**src/evt_router_pkg.sv**
```systemverilog
// Constants shared by the event interrupt router.
// Assumes a single 100 MHz clock and a plain register port.
// How it works
// - Tx log lost flag, bit 15, on element loss or zero-size write.
// - Queue 1 lost flag, bit 7, on loss or zero-size write.
// - Queue 0 lost flag, bit 3, on loss or zero-size write.
// - Timestamp wrap flag, bit 16, on counter rollover.
// - Tx log full flag, bit 14, when log reaches capacity.
// - Tx log level flag, bit 13, when fill reaches watermark.
// - Tx log new flag, bit 12, on each log write.
// - Transmit queue empty flag, bit 11, when queue empties.
// - Cancel done flag, bit 10, when a cancellation completes.
// - Send done flag, bit 9, on successful transmission.
// - Urgent message flag, bit 8, on high priority reception.
// - Queue 1 full bit 6, level bit 5, new bit 4.
// - Queue 0 full bit 2, level bit 1, new bit 0.
// - A flag reaches a line only if its enable bit is 1.
// - Enable bits 29..0 read/write; bits 31..30 read zero.
// - Route bit 0 selects line 0, 1 selects line 1.
// - Route bits 29..0 read/write; upper two bits read zero.
// - A line asserts only when its own gate bit is set.
// - Flags set on rising condition, cleared by writing 1, reset clears.
// - Gate register bit 0 enables line 0, bit 1 line 1.
package evt_router_pkg;
	localparam int unsigned ADDR_W = 8;
	localparam int unsigned DATA_W = 32;
	localparam int unsigned NUM_FLAGS = 30;
	localparam int unsigned BIT_RXQ0_NEW = 0;
	localparam int unsigned BIT_RXQ0_LEVEL = 1;
	localparam int unsigned BIT_RXQ0_FULL = 2;
	localparam int unsigned BIT_RXQ0_LOST = 3;
	localparam int unsigned BIT_RXQ1_NEW = 4;
	localparam int unsigned BIT_RXQ1_LEVEL = 5;
	localparam int unsigned BIT_RXQ1_FULL = 6;
	localparam int unsigned BIT_RXQ1_LOST = 7;
	localparam int unsigned BIT_URGENT_MSG = 8;
	localparam int unsigned BIT_SEND_DONE = 9;
	localparam int unsigned BIT_CANCEL_DONE = 10;
	localparam int unsigned BIT_TXQ_EMPTY = 11;
	localparam int unsigned BIT_TXLOG_NEW = 12;
	localparam int unsigned BIT_TXLOG_LEVEL = 13;
	localparam int unsigned BIT_TXLOG_FULL = 14;
	localparam int unsigned BIT_TXLOG_LOST = 15;
	localparam int unsigned BIT_STAMP_WRAP = 16;
	localparam logic [7:0] OFS_FLAG_BITS = 8'h50;
	localparam logic [7:0] OFS_ENABLE_MASK = 8'h54;
	localparam logic [7:0] OFS_LINE_ROUTE = 8'h58;
	localparam logic [7:0] OFS_LINE_GATE = 8'h5C;
	localparam int unsigned GATE_LINE0_BIT = 0;
	localparam int unsigned GATE_LINE1_BIT = 1;
	localparam logic [29:0] FLAGS_RST = 30'h00000000;
	localparam logic [29:0] ENABLE_RST = 30'h00000000;
	localparam logic [29:0] ROUTE_RST = 30'h00000000;
	localparam logic [1:0] GATE_RST = 2'h0;
endpackage

```
**src/can_event_irq_router.sv**
```systemverilog
// Event flag register, per-flag enable and line routing, two lines out.
// Assumes event conditions come from logic on ref_clk, level style.
`timescale 1ns/1ps
module can_event_irq_router #(
	parameter int unsigned NFLAG = evt_router_pkg::NUM_FLAGS
) (
	input wire logic ref_clk, // 100 MHz clock
	input wire logic sys_rst, // Sync reset, active high
	input wire logic [evt_router_pkg::ADDR_W-1:0] reg_addr, // Byte address
	input wire logic [31:0] reg_wdata, // Write data
	input wire logic reg_wr, // Write strobe
	input wire logic reg_rd, // Read strobe
	output logic [31:0] reg_rdata, // Read data, cycle after strobe
	input wire logic [NFLAG-1:0] event_cond, // Event conditions by bit
	output logic event_out_a, // Interrupt line 0
	output logic event_out_b // Interrupt line 1
);

	// ------------------------------------------------------------
	// Address decode
	// ------------------------------------------------------------
	wire logic hit_flags = reg_addr == evt_router_pkg::OFS_FLAG_BITS;
	wire logic hit_enable = reg_addr == evt_router_pkg::OFS_ENABLE_MASK;
	wire logic hit_route = reg_addr == evt_router_pkg::OFS_LINE_ROUTE;
	wire logic hit_gate = reg_addr == evt_router_pkg::OFS_LINE_GATE;

	logic [NFLAG-1:0] event_flag_bits_ff;
	logic [NFLAG-1:0] event_enable_mask_ff;
	logic [NFLAG-1:0] event_line_route_ff;
	logic [1:0] line_gate_control_ff;
	logic [NFLAG-1:0] cond_prev_ff;
	logic [31:0] rdata_ff;

	// ------------------------------------------------------------
	// Event flags
	// ------------------------------------------------------------
	// Rising edge of each condition; set beats a same-cycle clear
	logic [NFLAG-1:0] rise;
	logic [NFLAG-1:0] clr_mask;
	logic [NFLAG-1:0] nxt_flags;
	wire logic clr_all = reg_wr && hit_flags;

	for (genvar g = 0; g < NFLAG; g++) begin : g_flag
		assign rise[g] = event_cond[g] & ~cond_prev_ff[g];
		assign clr_mask[g] = clr_all & reg_wdata[g];
		assign nxt_flags[g] = (event_flag_bits_ff[g] & ~clr_mask[g]) | rise[g];

		a_bit_sets: assert property (@(posedge ref_clk) disable iff (sys_rst)
			rise[g] |=> event_flag_bits_ff[g])
			else $error("flag bit did not set on rising condition");

		a_bit_clears: assert property (@(posedge ref_clk) disable iff (sys_rst)
			(clr_mask[g] && !rise[g]) |=> !event_flag_bits_ff[g])
			else $error("flag bit survived a write of one");

		a_bit_quiet: assert property (@(posedge ref_clk) disable iff (sys_rst)
			(!event_flag_bits_ff[g] && !rise[g]) |=> !event_flag_bits_ff[g])
			else $error("flag bit set without a rising condition");

		a_bit_holds: assert property (@(posedge ref_clk) disable iff (sys_rst)
			(event_flag_bits_ff[g] && !clr_mask[g]) |=> event_flag_bits_ff[g])
			else $error("flag bit dropped without a clear");

		a_bit_to_a: assert property (@(posedge ref_clk) disable iff (sys_rst)
			(event_flag_bits_ff[g] && event_enable_mask_ff[g] && !event_line_route_ff[g]
			&& line_gate_control_ff[0]) |-> event_out_a)
			else $error("qualified flag bit missing on line 0");

		a_bit_to_b: assert property (@(posedge ref_clk) disable iff (sys_rst)
			(event_flag_bits_ff[g] && event_enable_mask_ff[g] && event_line_route_ff[g]
			&& line_gate_control_ff[1]) |-> event_out_b)
			else $error("qualified flag bit missing on line 1");
	end

	always_ff @(posedge ref_clk) begin
		if (sys_rst) begin
			cond_prev_ff <= '0;
			event_flag_bits_ff <= evt_router_pkg::FLAGS_RST[NFLAG-1:0];
		end else begin
			cond_prev_ff <= event_cond;
			event_flag_bits_ff <= nxt_flags;
		end
	end

	// ------------------------------------------------------------
	// Named event flags
	// ------------------------------------------------------------
	wire logic rxq0_new_flag = event_flag_bits_ff[evt_router_pkg::BIT_RXQ0_NEW];
	wire logic rxq0_level_flag = event_flag_bits_ff[evt_router_pkg::BIT_RXQ0_LEVEL];
	wire logic rxq0_full_flag = event_flag_bits_ff[evt_router_pkg::BIT_RXQ0_FULL];
	wire logic rxq0_lost_flag = event_flag_bits_ff[evt_router_pkg::BIT_RXQ0_LOST];
	wire logic rxq1_new_flag = event_flag_bits_ff[evt_router_pkg::BIT_RXQ1_NEW];
	wire logic rxq1_level_flag = event_flag_bits_ff[evt_router_pkg::BIT_RXQ1_LEVEL];
	wire logic rxq1_full_flag = event_flag_bits_ff[evt_router_pkg::BIT_RXQ1_FULL];
	wire logic rxq1_lost_flag = event_flag_bits_ff[evt_router_pkg::BIT_RXQ1_LOST];
	wire logic urgent_msg_flag = event_flag_bits_ff[evt_router_pkg::BIT_URGENT_MSG];
	wire logic send_done_flag = event_flag_bits_ff[evt_router_pkg::BIT_SEND_DONE];
	wire logic cancel_done_flag = event_flag_bits_ff[evt_router_pkg::BIT_CANCEL_DONE];
	wire logic txq_empty_flag = event_flag_bits_ff[evt_router_pkg::BIT_TXQ_EMPTY];
	wire logic txlog_new_flag = event_flag_bits_ff[evt_router_pkg::BIT_TXLOG_NEW];
	wire logic txlog_level_flag = event_flag_bits_ff[evt_router_pkg::BIT_TXLOG_LEVEL];
	wire logic txlog_full_flag = event_flag_bits_ff[evt_router_pkg::BIT_TXLOG_FULL];
	wire logic txlog_lost_flag = event_flag_bits_ff[evt_router_pkg::BIT_TXLOG_LOST];
	wire logic stamp_wrap_flag = event_flag_bits_ff[evt_router_pkg::BIT_STAMP_WRAP];

	// ------------------------------------------------------------
	// Configuration registers
	// ------------------------------------------------------------
	always_ff @(posedge ref_clk) begin
		if (sys_rst) begin
			event_enable_mask_ff <= evt_router_pkg::ENABLE_RST[NFLAG-1:0];
			event_line_route_ff <= evt_router_pkg::ROUTE_RST[NFLAG-1:0];
			line_gate_control_ff <= evt_router_pkg::GATE_RST;
		end else if (reg_wr) begin
			if (hit_enable) begin
				event_enable_mask_ff <= reg_wdata[NFLAG-1:0];
			end
			if (hit_route) begin
				event_line_route_ff <= reg_wdata[NFLAG-1:0];
			end
			if (hit_gate) begin
				line_gate_control_ff <= reg_wdata[1:0];
			end
		end
	end

	// ------------------------------------------------------------
	// Read path
	// ------------------------------------------------------------
	wire logic [31:0] rd_flags = 32'(event_flag_bits_ff);
	wire logic [31:0] rd_enable = 32'(event_enable_mask_ff);
	wire logic [31:0] rd_route = 32'(event_line_route_ff);
	wire logic [31:0] rd_gate = {30'h00000000, line_gate_control_ff};
	wire logic [31:0] nxt_rdata = hit_flags ? rd_flags :
		hit_enable ? rd_enable :
		hit_route ? rd_route :
		hit_gate ? rd_gate : 32'h00000000;

	always_ff @(posedge ref_clk) begin
		if (sys_rst) begin
			rdata_ff <= 32'h00000000;
		end else if (reg_rd) begin
			rdata_ff <= nxt_rdata;
		end else begin
			rdata_ff <= 32'h00000000;
		end
	end
	assign reg_rdata = rdata_ff;

	// ------------------------------------------------------------
	// Line routing
	// ------------------------------------------------------------
	wire logic [NFLAG-1:0] active = event_flag_bits_ff & event_enable_mask_ff;
	wire logic any_a = |(active & ~event_line_route_ff);
	wire logic any_b = |(active & event_line_route_ff);
	wire logic line0_gate = line_gate_control_ff[evt_router_pkg::GATE_LINE0_BIT];
	wire logic line1_gate = line_gate_control_ff[evt_router_pkg::GATE_LINE1_BIT];
	assign event_out_a = any_a & line0_gate;
	assign event_out_b = any_b & line1_gate;

	// ------------------------------------------------------------
	// Checks
	// ------------------------------------------------------------
	a_flag_sets_on_rise: assert property (@(posedge ref_clk) disable iff (sys_rst)
		(event_cond[0] && !$past(event_cond[0])) |=> event_flag_bits_ff[0])
		else $error("flag did not set on rising condition");
	a_flag_holds: assert property (@(posedge ref_clk) disable iff (sys_rst)
		(event_flag_bits_ff[9] && !(reg_wr && hit_flags && reg_wdata[9]))
		|=> event_flag_bits_ff[9])
		else $error("flag dropped without clear");
	a_flag_clear_w1c: assert property (@(posedge ref_clk) disable iff (sys_rst)
		(reg_wr && hit_flags && reg_wdata[4] && !rise[4]) |=> !event_flag_bits_ff[4])
		else $error("write one did not clear flag");
	a_mask_blocks: assert property (@(posedge ref_clk) disable iff (sys_rst)
		(event_enable_mask_ff == '0) |-> !event_out_a && !event_out_b)
		else $error("masked flag reached a line");
	a_gate_line_a: assert property (@(posedge ref_clk) disable iff (sys_rst)
		!line_gate_control_ff[0] |-> !event_out_a)
		else $error("line 0 asserted while gated off");
	a_route_line_b: assert property (@(posedge ref_clk) disable iff (sys_rst)
		(event_flag_bits_ff[15] && event_enable_mask_ff[15] && event_line_route_ff[15]
		&& line_gate_control_ff[1]) |-> event_out_b)
		else $error("routed flag missing on line 1");
	a_route_line_a: assert property (@(posedge ref_clk) disable iff (sys_rst)
		(event_flag_bits_ff[16] && event_enable_mask_ff[16] && !event_line_route_ff[16]
		&& line_gate_control_ff[0]) |-> event_out_a)
		else $error("routed flag missing on line 0");
	a_enable_readback: assert property (@(posedge ref_clk) disable iff (sys_rst)
		(reg_rd && hit_enable) |=> reg_rdata[31:30] == 2'h0
		&& reg_rdata[29:0] == $past(event_enable_mask_ff))
		else $error("enable mask readback wrong");
	a_route_write: assert property (@(posedge ref_clk) disable iff (sys_rst)
		(reg_wr && hit_route) |=> event_line_route_ff == $past(reg_wdata[29:0]))
		else $error("route register not written");

	a_gate_line_b: assert property (@(posedge ref_clk) disable iff (sys_rst)
		!line_gate_control_ff[1] |-> !event_out_b)
		else $error("line 1 asserted while gated off");

	a_line_a_or: assert property (@(posedge ref_clk) disable iff (sys_rst)
		event_out_a == ((|(event_flag_bits_ff & event_enable_mask_ff & ~event_line_route_ff))
		&& line_gate_control_ff[0]))
		else $error("line 0 differs from its qualifying flags");

	a_line_b_or: assert property (@(posedge ref_clk) disable iff (sys_rst)
		event_out_b == ((|(event_flag_bits_ff & event_enable_mask_ff & event_line_route_ff))
		&& line_gate_control_ff[1]))
		else $error("line 1 differs from its qualifying flags");

	a_route_readback: assert property (@(posedge ref_clk) disable iff (sys_rst)
		(reg_rd && hit_route) |=> reg_rdata[31:30] == 2'h0
		&& reg_rdata[29:0] == $past(event_line_route_ff))
		else $error("route register readback wrong");

	a_gate_readback: assert property (@(posedge ref_clk) disable iff (sys_rst)
		(reg_rd && hit_gate) |=> reg_rdata == {30'h00000000, $past(line_gate_control_ff)})
		else $error("gate register readback wrong");

	a_flags_readback: assert property (@(posedge ref_clk) disable iff (sys_rst)
		(reg_rd && hit_flags) |=> reg_rdata[31:30] == 2'h0
		&& reg_rdata[29:0] == $past(event_flag_bits_ff))
		else $error("flag register readback wrong");

	a_rdata_idle: assert property (@(posedge ref_clk) disable iff (sys_rst)
		!reg_rd |=> reg_rdata == 32'h00000000)
		else $error("read data not zero without a read");

	a_unmapped_read: assert property (@(posedge ref_clk) disable iff (sys_rst)
		(reg_rd && !hit_flags && !hit_enable && !hit_route && !hit_gate)
		|=> reg_rdata == 32'h00000000)
		else $error("unmapped address read nonzero");

	a_enable_write: assert property (@(posedge ref_clk) disable iff (sys_rst)
		(reg_wr && hit_enable) |=> event_enable_mask_ff == $past(reg_wdata[29:0]))
		else $error("enable mask not written");

	a_gate_write: assert property (@(posedge ref_clk) disable iff (sys_rst)
		(reg_wr && hit_gate) |=> line_gate_control_ff == $past(reg_wdata[1:0]))
		else $error("gate register not written");

	a_enable_keeps: assert property (@(posedge ref_clk) disable iff (sys_rst)
		!(reg_wr && hit_enable) |=> $stable(event_enable_mask_ff))
		else $error("enable mask changed without a write");

	a_route_keeps: assert property (@(posedge ref_clk) disable iff (sys_rst)
		!(reg_wr && hit_route) |=> $stable(event_line_route_ff))
		else $error("route register changed without a write");

	a_gate_keeps: assert property (@(posedge ref_clk) disable iff (sys_rst)
		!(reg_wr && hit_gate) |=> $stable(line_gate_control_ff))
		else $error("gate register changed without a write");

	a_set_beats_clear: assert property (@(posedge ref_clk) disable iff (sys_rst)
		(rise[2] && clr_mask[2]) |=> event_flag_bits_ff[2])
		else $error("clear won over a same-cycle set");

	a_held_no_reset: assert property (@(posedge ref_clk) disable iff (sys_rst)
		(clr_mask[0] && event_cond[0] && cond_prev_ff[0]) |=> !event_flag_bits_ff[0])
		else $error("held condition set its flag again");

	a_flag_write_zero: assert property (@(posedge ref_clk) disable iff (sys_rst)
		(clr_all && reg_wdata == 32'h00000000)
		|=> event_flag_bits_ff == ($past(event_flag_bits_ff) | $past(rise)))
		else $error("writing zero changed a flag");

	a_read_keeps: assert property (@(posedge ref_clk) disable iff (sys_rst)
		(reg_rd && rise == '0) |=> event_flag_bits_ff == $past(event_flag_bits_ff))
		else $error("read changed the flags");

	a_reset_clears: assert property (@(posedge ref_clk)
		sys_rst |=> event_flag_bits_ff == '0 && !event_out_a && !event_out_b)
		else $error("reset left a flag or a line set");

	a_reset_config: assert property (@(posedge ref_clk)
		sys_rst |=> event_enable_mask_ff == '0 && event_line_route_ff == '0
		&& line_gate_control_ff == 2'h0)
		else $error("reset left configuration set");

	a_no_flag_quiet: assert property (@(posedge ref_clk) disable iff (sys_rst)
		(event_flag_bits_ff == '0) |-> !event_out_a && !event_out_b)
		else $error("line asserted with no flag set");

	a_only_enabled: assert property (@(posedge ref_clk) disable iff (sys_rst)
		((event_flag_bits_ff & event_enable_mask_ff) == '0) |-> !event_out_a && !event_out_b)
		else $error("line asserted with no enabled flag");

	// ------------------------------------------------------------
	// Named flag checks
	// ------------------------------------------------------------
	a_rxq0_new_sets: assert property (@(posedge ref_clk) disable iff (sys_rst)
		rise[evt_router_pkg::BIT_RXQ0_NEW] |=> rxq0_new_flag)
		else $error("queue 0 new flag did not set");

	a_rxq0_level_sets: assert property (@(posedge ref_clk) disable iff (sys_rst)
		rise[evt_router_pkg::BIT_RXQ0_LEVEL] |=> rxq0_level_flag)
		else $error("queue 0 level flag did not set");

	a_rxq0_full_sets: assert property (@(posedge ref_clk) disable iff (sys_rst)
		rise[evt_router_pkg::BIT_RXQ0_FULL] |=> rxq0_full_flag)
		else $error("queue 0 full flag did not set");

	a_rxq0_lost_sets: assert property (@(posedge ref_clk) disable iff (sys_rst)
		rise[evt_router_pkg::BIT_RXQ0_LOST] |=> rxq0_lost_flag)
		else $error("queue 0 lost flag did not set");

	a_rxq1_new_sets: assert property (@(posedge ref_clk) disable iff (sys_rst)
		rise[evt_router_pkg::BIT_RXQ1_NEW] |=> rxq1_new_flag)
		else $error("queue 1 new flag did not set");

	a_rxq1_level_sets: assert property (@(posedge ref_clk) disable iff (sys_rst)
		rise[evt_router_pkg::BIT_RXQ1_LEVEL] |=> rxq1_level_flag)
		else $error("queue 1 level flag did not set");

	a_rxq1_full_sets: assert property (@(posedge ref_clk) disable iff (sys_rst)
		rise[evt_router_pkg::BIT_RXQ1_FULL] |=> rxq1_full_flag)
		else $error("queue 1 full flag did not set");

	a_rxq1_lost_sets: assert property (@(posedge ref_clk) disable iff (sys_rst)
		rise[evt_router_pkg::BIT_RXQ1_LOST] |=> rxq1_lost_flag)
		else $error("queue 1 lost flag did not set");

	a_urgent_sets: assert property (@(posedge ref_clk) disable iff (sys_rst)
		rise[evt_router_pkg::BIT_URGENT_MSG] |=> urgent_msg_flag)
		else $error("urgent message flag did not set");

	a_send_done_sets: assert property (@(posedge ref_clk) disable iff (sys_rst)
		rise[evt_router_pkg::BIT_SEND_DONE] |=> send_done_flag)
		else $error("send done flag did not set");

	a_cancel_done_sets: assert property (@(posedge ref_clk) disable iff (sys_rst)
		rise[evt_router_pkg::BIT_CANCEL_DONE] |=> cancel_done_flag)
		else $error("cancel done flag did not set");

	a_txq_empty_sets: assert property (@(posedge ref_clk) disable iff (sys_rst)
		rise[evt_router_pkg::BIT_TXQ_EMPTY] |=> txq_empty_flag)
		else $error("transmit queue empty flag did not set");

	a_txlog_new_sets: assert property (@(posedge ref_clk) disable iff (sys_rst)
		rise[evt_router_pkg::BIT_TXLOG_NEW] |=> txlog_new_flag)
		else $error("log new flag did not set");

	a_txlog_level_sets: assert property (@(posedge ref_clk) disable iff (sys_rst)
		rise[evt_router_pkg::BIT_TXLOG_LEVEL] |=> txlog_level_flag)
		else $error("log level flag did not set");

	a_txlog_full_sets: assert property (@(posedge ref_clk) disable iff (sys_rst)
		rise[evt_router_pkg::BIT_TXLOG_FULL] |=> txlog_full_flag)
		else $error("log full flag did not set");

	a_txlog_lost_sets: assert property (@(posedge ref_clk) disable iff (sys_rst)
		rise[evt_router_pkg::BIT_TXLOG_LOST] |=> txlog_lost_flag)
		else $error("log lost flag did not set");

	a_stamp_wrap_sets: assert property (@(posedge ref_clk) disable iff (sys_rst)
		rise[evt_router_pkg::BIT_STAMP_WRAP] |=> stamp_wrap_flag)
		else $error("timestamp wrap flag did not set");

endmodule

```
**config.mk**
```make
export PLATFORM = sky130hd
export DESIGN_NAME = can_event_irq_router
export DESIGN_NICKNAME = d
export VERILOG_FILES = /design/src/evt_router_pkg.sv /design/src/can_event_irq_router.sv
export SDC_FILE = /design/constraint.sdc
export NUM_CORES = 1
export LEC_CHECK = 0
export ABC_AREA = 1
export BUFFER_PORTS_ARGS = -buffer_cell sky130_fd_sc_hd__buf_2
export CORE_UTILIZATION = 55
export DETAILED_ROUTE_END_ITERATION = 7
export PLACE_DENSITY_LB_ADDON = 0.12
export SYNTH_ARGS = -nofsm -noshare
export SYNTH_HDL_FRONTEND = slang
export SYNTH_SLANG_ARGS = --single-unit
```
**constraint.sdc**
```tcl
create_clock -name ref_clk -period 2.7 [get_ports ref_clk]
set_clock_uncertainty 0.15 [all_clocks]
set_input_delay 0.135 -clock ref_clk [delete_from_list [all_inputs] [get_ports ref_clk]]
set_output_delay 0.135 -clock ref_clk [all_outputs]
set_load 0.05 [all_outputs]
```
==> impl_metrics.yaml <==
setup_path:
  cp_max_fo: 4
  crit_path_end_kind: "output pin"
  worstPathRequired_ns: 2.41
  critPathMaxStageDelay_ns: 0.39
  path_cells: "nand3_1 > nand2_1 > nor2_1 > nand2_1 > nor2_1 > a21oi_1 > buf_2"
  startpoint_type: "register"
  path_class: "register to output pin"
  slowest_stage: "dfxtp_1"
  r2r_slack_ns: 1.74
  cpLargestDelayFamily: "flip-flops"
  worstPathArrival_ns: 1.76
  path_buf_inv: 1
timing:
  worst_slew_pin_slew_ns: 0.9749
  max_freq_mhz: 489.6
  maxSlewHeadroom_pct: 35.00
  final_max_slew_viol_count: 0
  finalCritPeriodShare_pct: 75.65
  finalSetupViolCount: 0
  hold_viol_final: 0
  finalWorstSetupSlack_ns: 0.6573
  tns_ns: 0
  whs_ns: 0.1634
  rsz0062_at_grt: "no"
  period_needed_ns: 2.043
placement:
  place_area_um2: 6929
  dp_hpwl_um: 10960
  dp.cells: 1093
  dpl_worst_slack_ns: 0.6839
  place.port_buffers: 103
  place_congestion: 0.8261
synthesis:
  yosysWarnings: 0
  synth_area_um2: 6366
  syn_inst: 892
  ys_seq_area_share_pct: 47.80
  synth_cell_types: 20
  ys_ff_latch: 152
  synth_top_cell_by_area: "dfxtp_1"
  avgSynthCellArea_um2: 7.137
  synthTopCellsByArea: "dfxtp_1 48%, nand3_1 16%, nand2_1 13%, a21oi_1 4.9%, inv_1 4.6%"
  synth.top_cell.area_share_pct: 47.80
grt:
  grt_use_total_pct: 31.23
  grt_pass1_wl_um: 28620
  antenna_found_initial: 1
  globalRoute.totalOverflow: 0
  grt_max_degree: 93
  grt_pass1_vias: 6201
cells_and_area:
  post-route-util_pct: 73.63
  nNetsFinal: 1106
  antenna_cells: 0
  final_cell_area_um2: 8157
  fill_cells: 868
  layoutNonFillerInstCount: 1185
  area.growth.synth_to_final_pct: 28.12
  drive_above_1_share_pct: 15.02
worst_hold_path:
  hold_class: "input port to register"
floorplanning:
  io_pins: 108
  fp.dieW_um: 109.6
  start_util_pct: 57.47
  core.rowCount: 38
  die_h_um: 109.6
  coreArea_um2: 11080
  die-area_um2: 12010
outcome:
  status: "finished clean"
clock_tree:
  tritoncts: "yes"
  clk_latency_ns: 0.42
  numCtsBuffers: 17
  htree_num_levels: 4
  clk_pin_slew_ns: 0.06
  clock_sinks: 152
  clockRootBuffer: "clkbuf_16"
  cts.path.max_buffers: 2
routing:
  vias: 6598
  wirelength_um: 18170
  drt-initial-drc-count: 547
  viasPerCell: 5.568
  firstDrtPassIters: 5
  wl_per_cell_um: 15.33
  ant_nets: 0
  drc: 0
pwr:
  power.density_nw_per_um2: 632.7
  irDropWorstVdd_mv: 0.5666
  leakage_nw: 3.793
  p_total_mw: 5.161
run:
  cap_violations: 0
==> routing by layer <==
metal	up-vias	track usage, %	wire (um)
li1	3207	-	-
met1	3055	37.87	7714
met2	299	53.23	8675
met3	35	7.469	1384
met4	2	12.48	378
met5	-	0	13
==> cell usage after synthesis <==
master / n
dfxtp_1: 152
a21oi_1: 62
nand2_1: 226
clkbuf_1: 34
nor3_1: 1
nor3_4: 1
conb_1: 1
inv_1: 78
buf_4: 4
o21ai_0: 25
nor2_1: 35
buf_1: 3
nor2_2: 3
nand3_1: 198
nand4_1: 30
nand3_2: 1
inv_2: 3
buf_2: 17
o21ai_1: 7
nand3b_1: 11
==> cells in the final DEF (no fill, tap or decap) <==
cell type,instances
buf_2,103
conb_1,2
clkbuf_8,6
nor2_2,1
buf_4,15
clkbuf_1,1
nor2_1,35
nor3_4,1
clkbuf_16,17
inv_1,78
dlygate4sd3_1,60
bufinv_16,3
nand2_1,226
nand4_1,30
a21oi_1,62
nor2_4,2
o21ai_1,7
clkinv_2,5
o21ai_0,25
nor3_1,1
nand3_1,198
nand3b_1,11
dfxtp_1,152
inv_2,3
nand3_2,1
==> sequential cells by signal, summed over array words and instances, names as in the netlist <==
| signal | count |
|---|---|
| event_enable_mask_ff | 30 |
| cond_prev_ff | 30 |
| line_gate_control_ff | 2 |
| event_flag_bits_ff | 30 |
| reg_rdata | 30 |
| event_line_route_ff | 30 |
==> what timing repair did <==
| item | CTS | global route |
|---|---|---|
| hold buffers | 60 | 0 |
| endpoints found under the hold margin | 122 | 0 |
| buffers inserted | 0 | 0 |
| gates resized for setup | 0 | 0 |
==> final timing paths <==
kind,start,end,cells after the start
max,event_line_route_ff[19],event_out_b,7
min,reg_addr[0],event_flag_bits_ff[29],7
max reg2reg,event_enable_mask_ff[5],reg_rdata[5],4
min reg2reg,cond_prev_ff[28],event_flag_bits_ff[28],1
==> final cells by class <==
class	instances	area, um2	area share (%)
flip-flops and latches	152	3043	37.31
multi-input cells	602	2779	34.07
repair buffers	178	1229	15.06
clock buffers	24	511.7	6.274
inverters	81	304.0	3.728
well taps	140	175.2	2.148
clock inverters	8	115.1	1.411
==> cells by family (layout without fill, tap and decap cells) <==
family | count (synthesis) | count (layout) | synth area share, %
AND/OR/NAND/NOR | 506 | 506 | 35.99
flip-flops | 152 | 152 | 47.80
buffers and inverters | 139 | 291 | 8.766
AO/OA/AOI/OAI | 94 | 94 | 7.390
other | 1 | 2 | 0.05891
==> worst reg2reg max path, cell delays in order (launching register included) <==
cell and delay [ns]:
dfxtp_1 0.38, nand3_1 0.10, nand3_1 0.10, nand2_1 0.08, inv_1 0.09
==> report_power, final <==
part | internal [mW] | leakage (nW) | switching, mW | total, mW
combinational | 0.131 | 2.24 | 0.178 | 0.309
clock | 1.59 | 0.316 | 0.890 | 2.48
sequential | 2.31 | 1.24 | 0.0552 | 2.37
total | 4.04 | 3.79 | 1.12 | 5.16
Power figures use the tool's default switching activity.
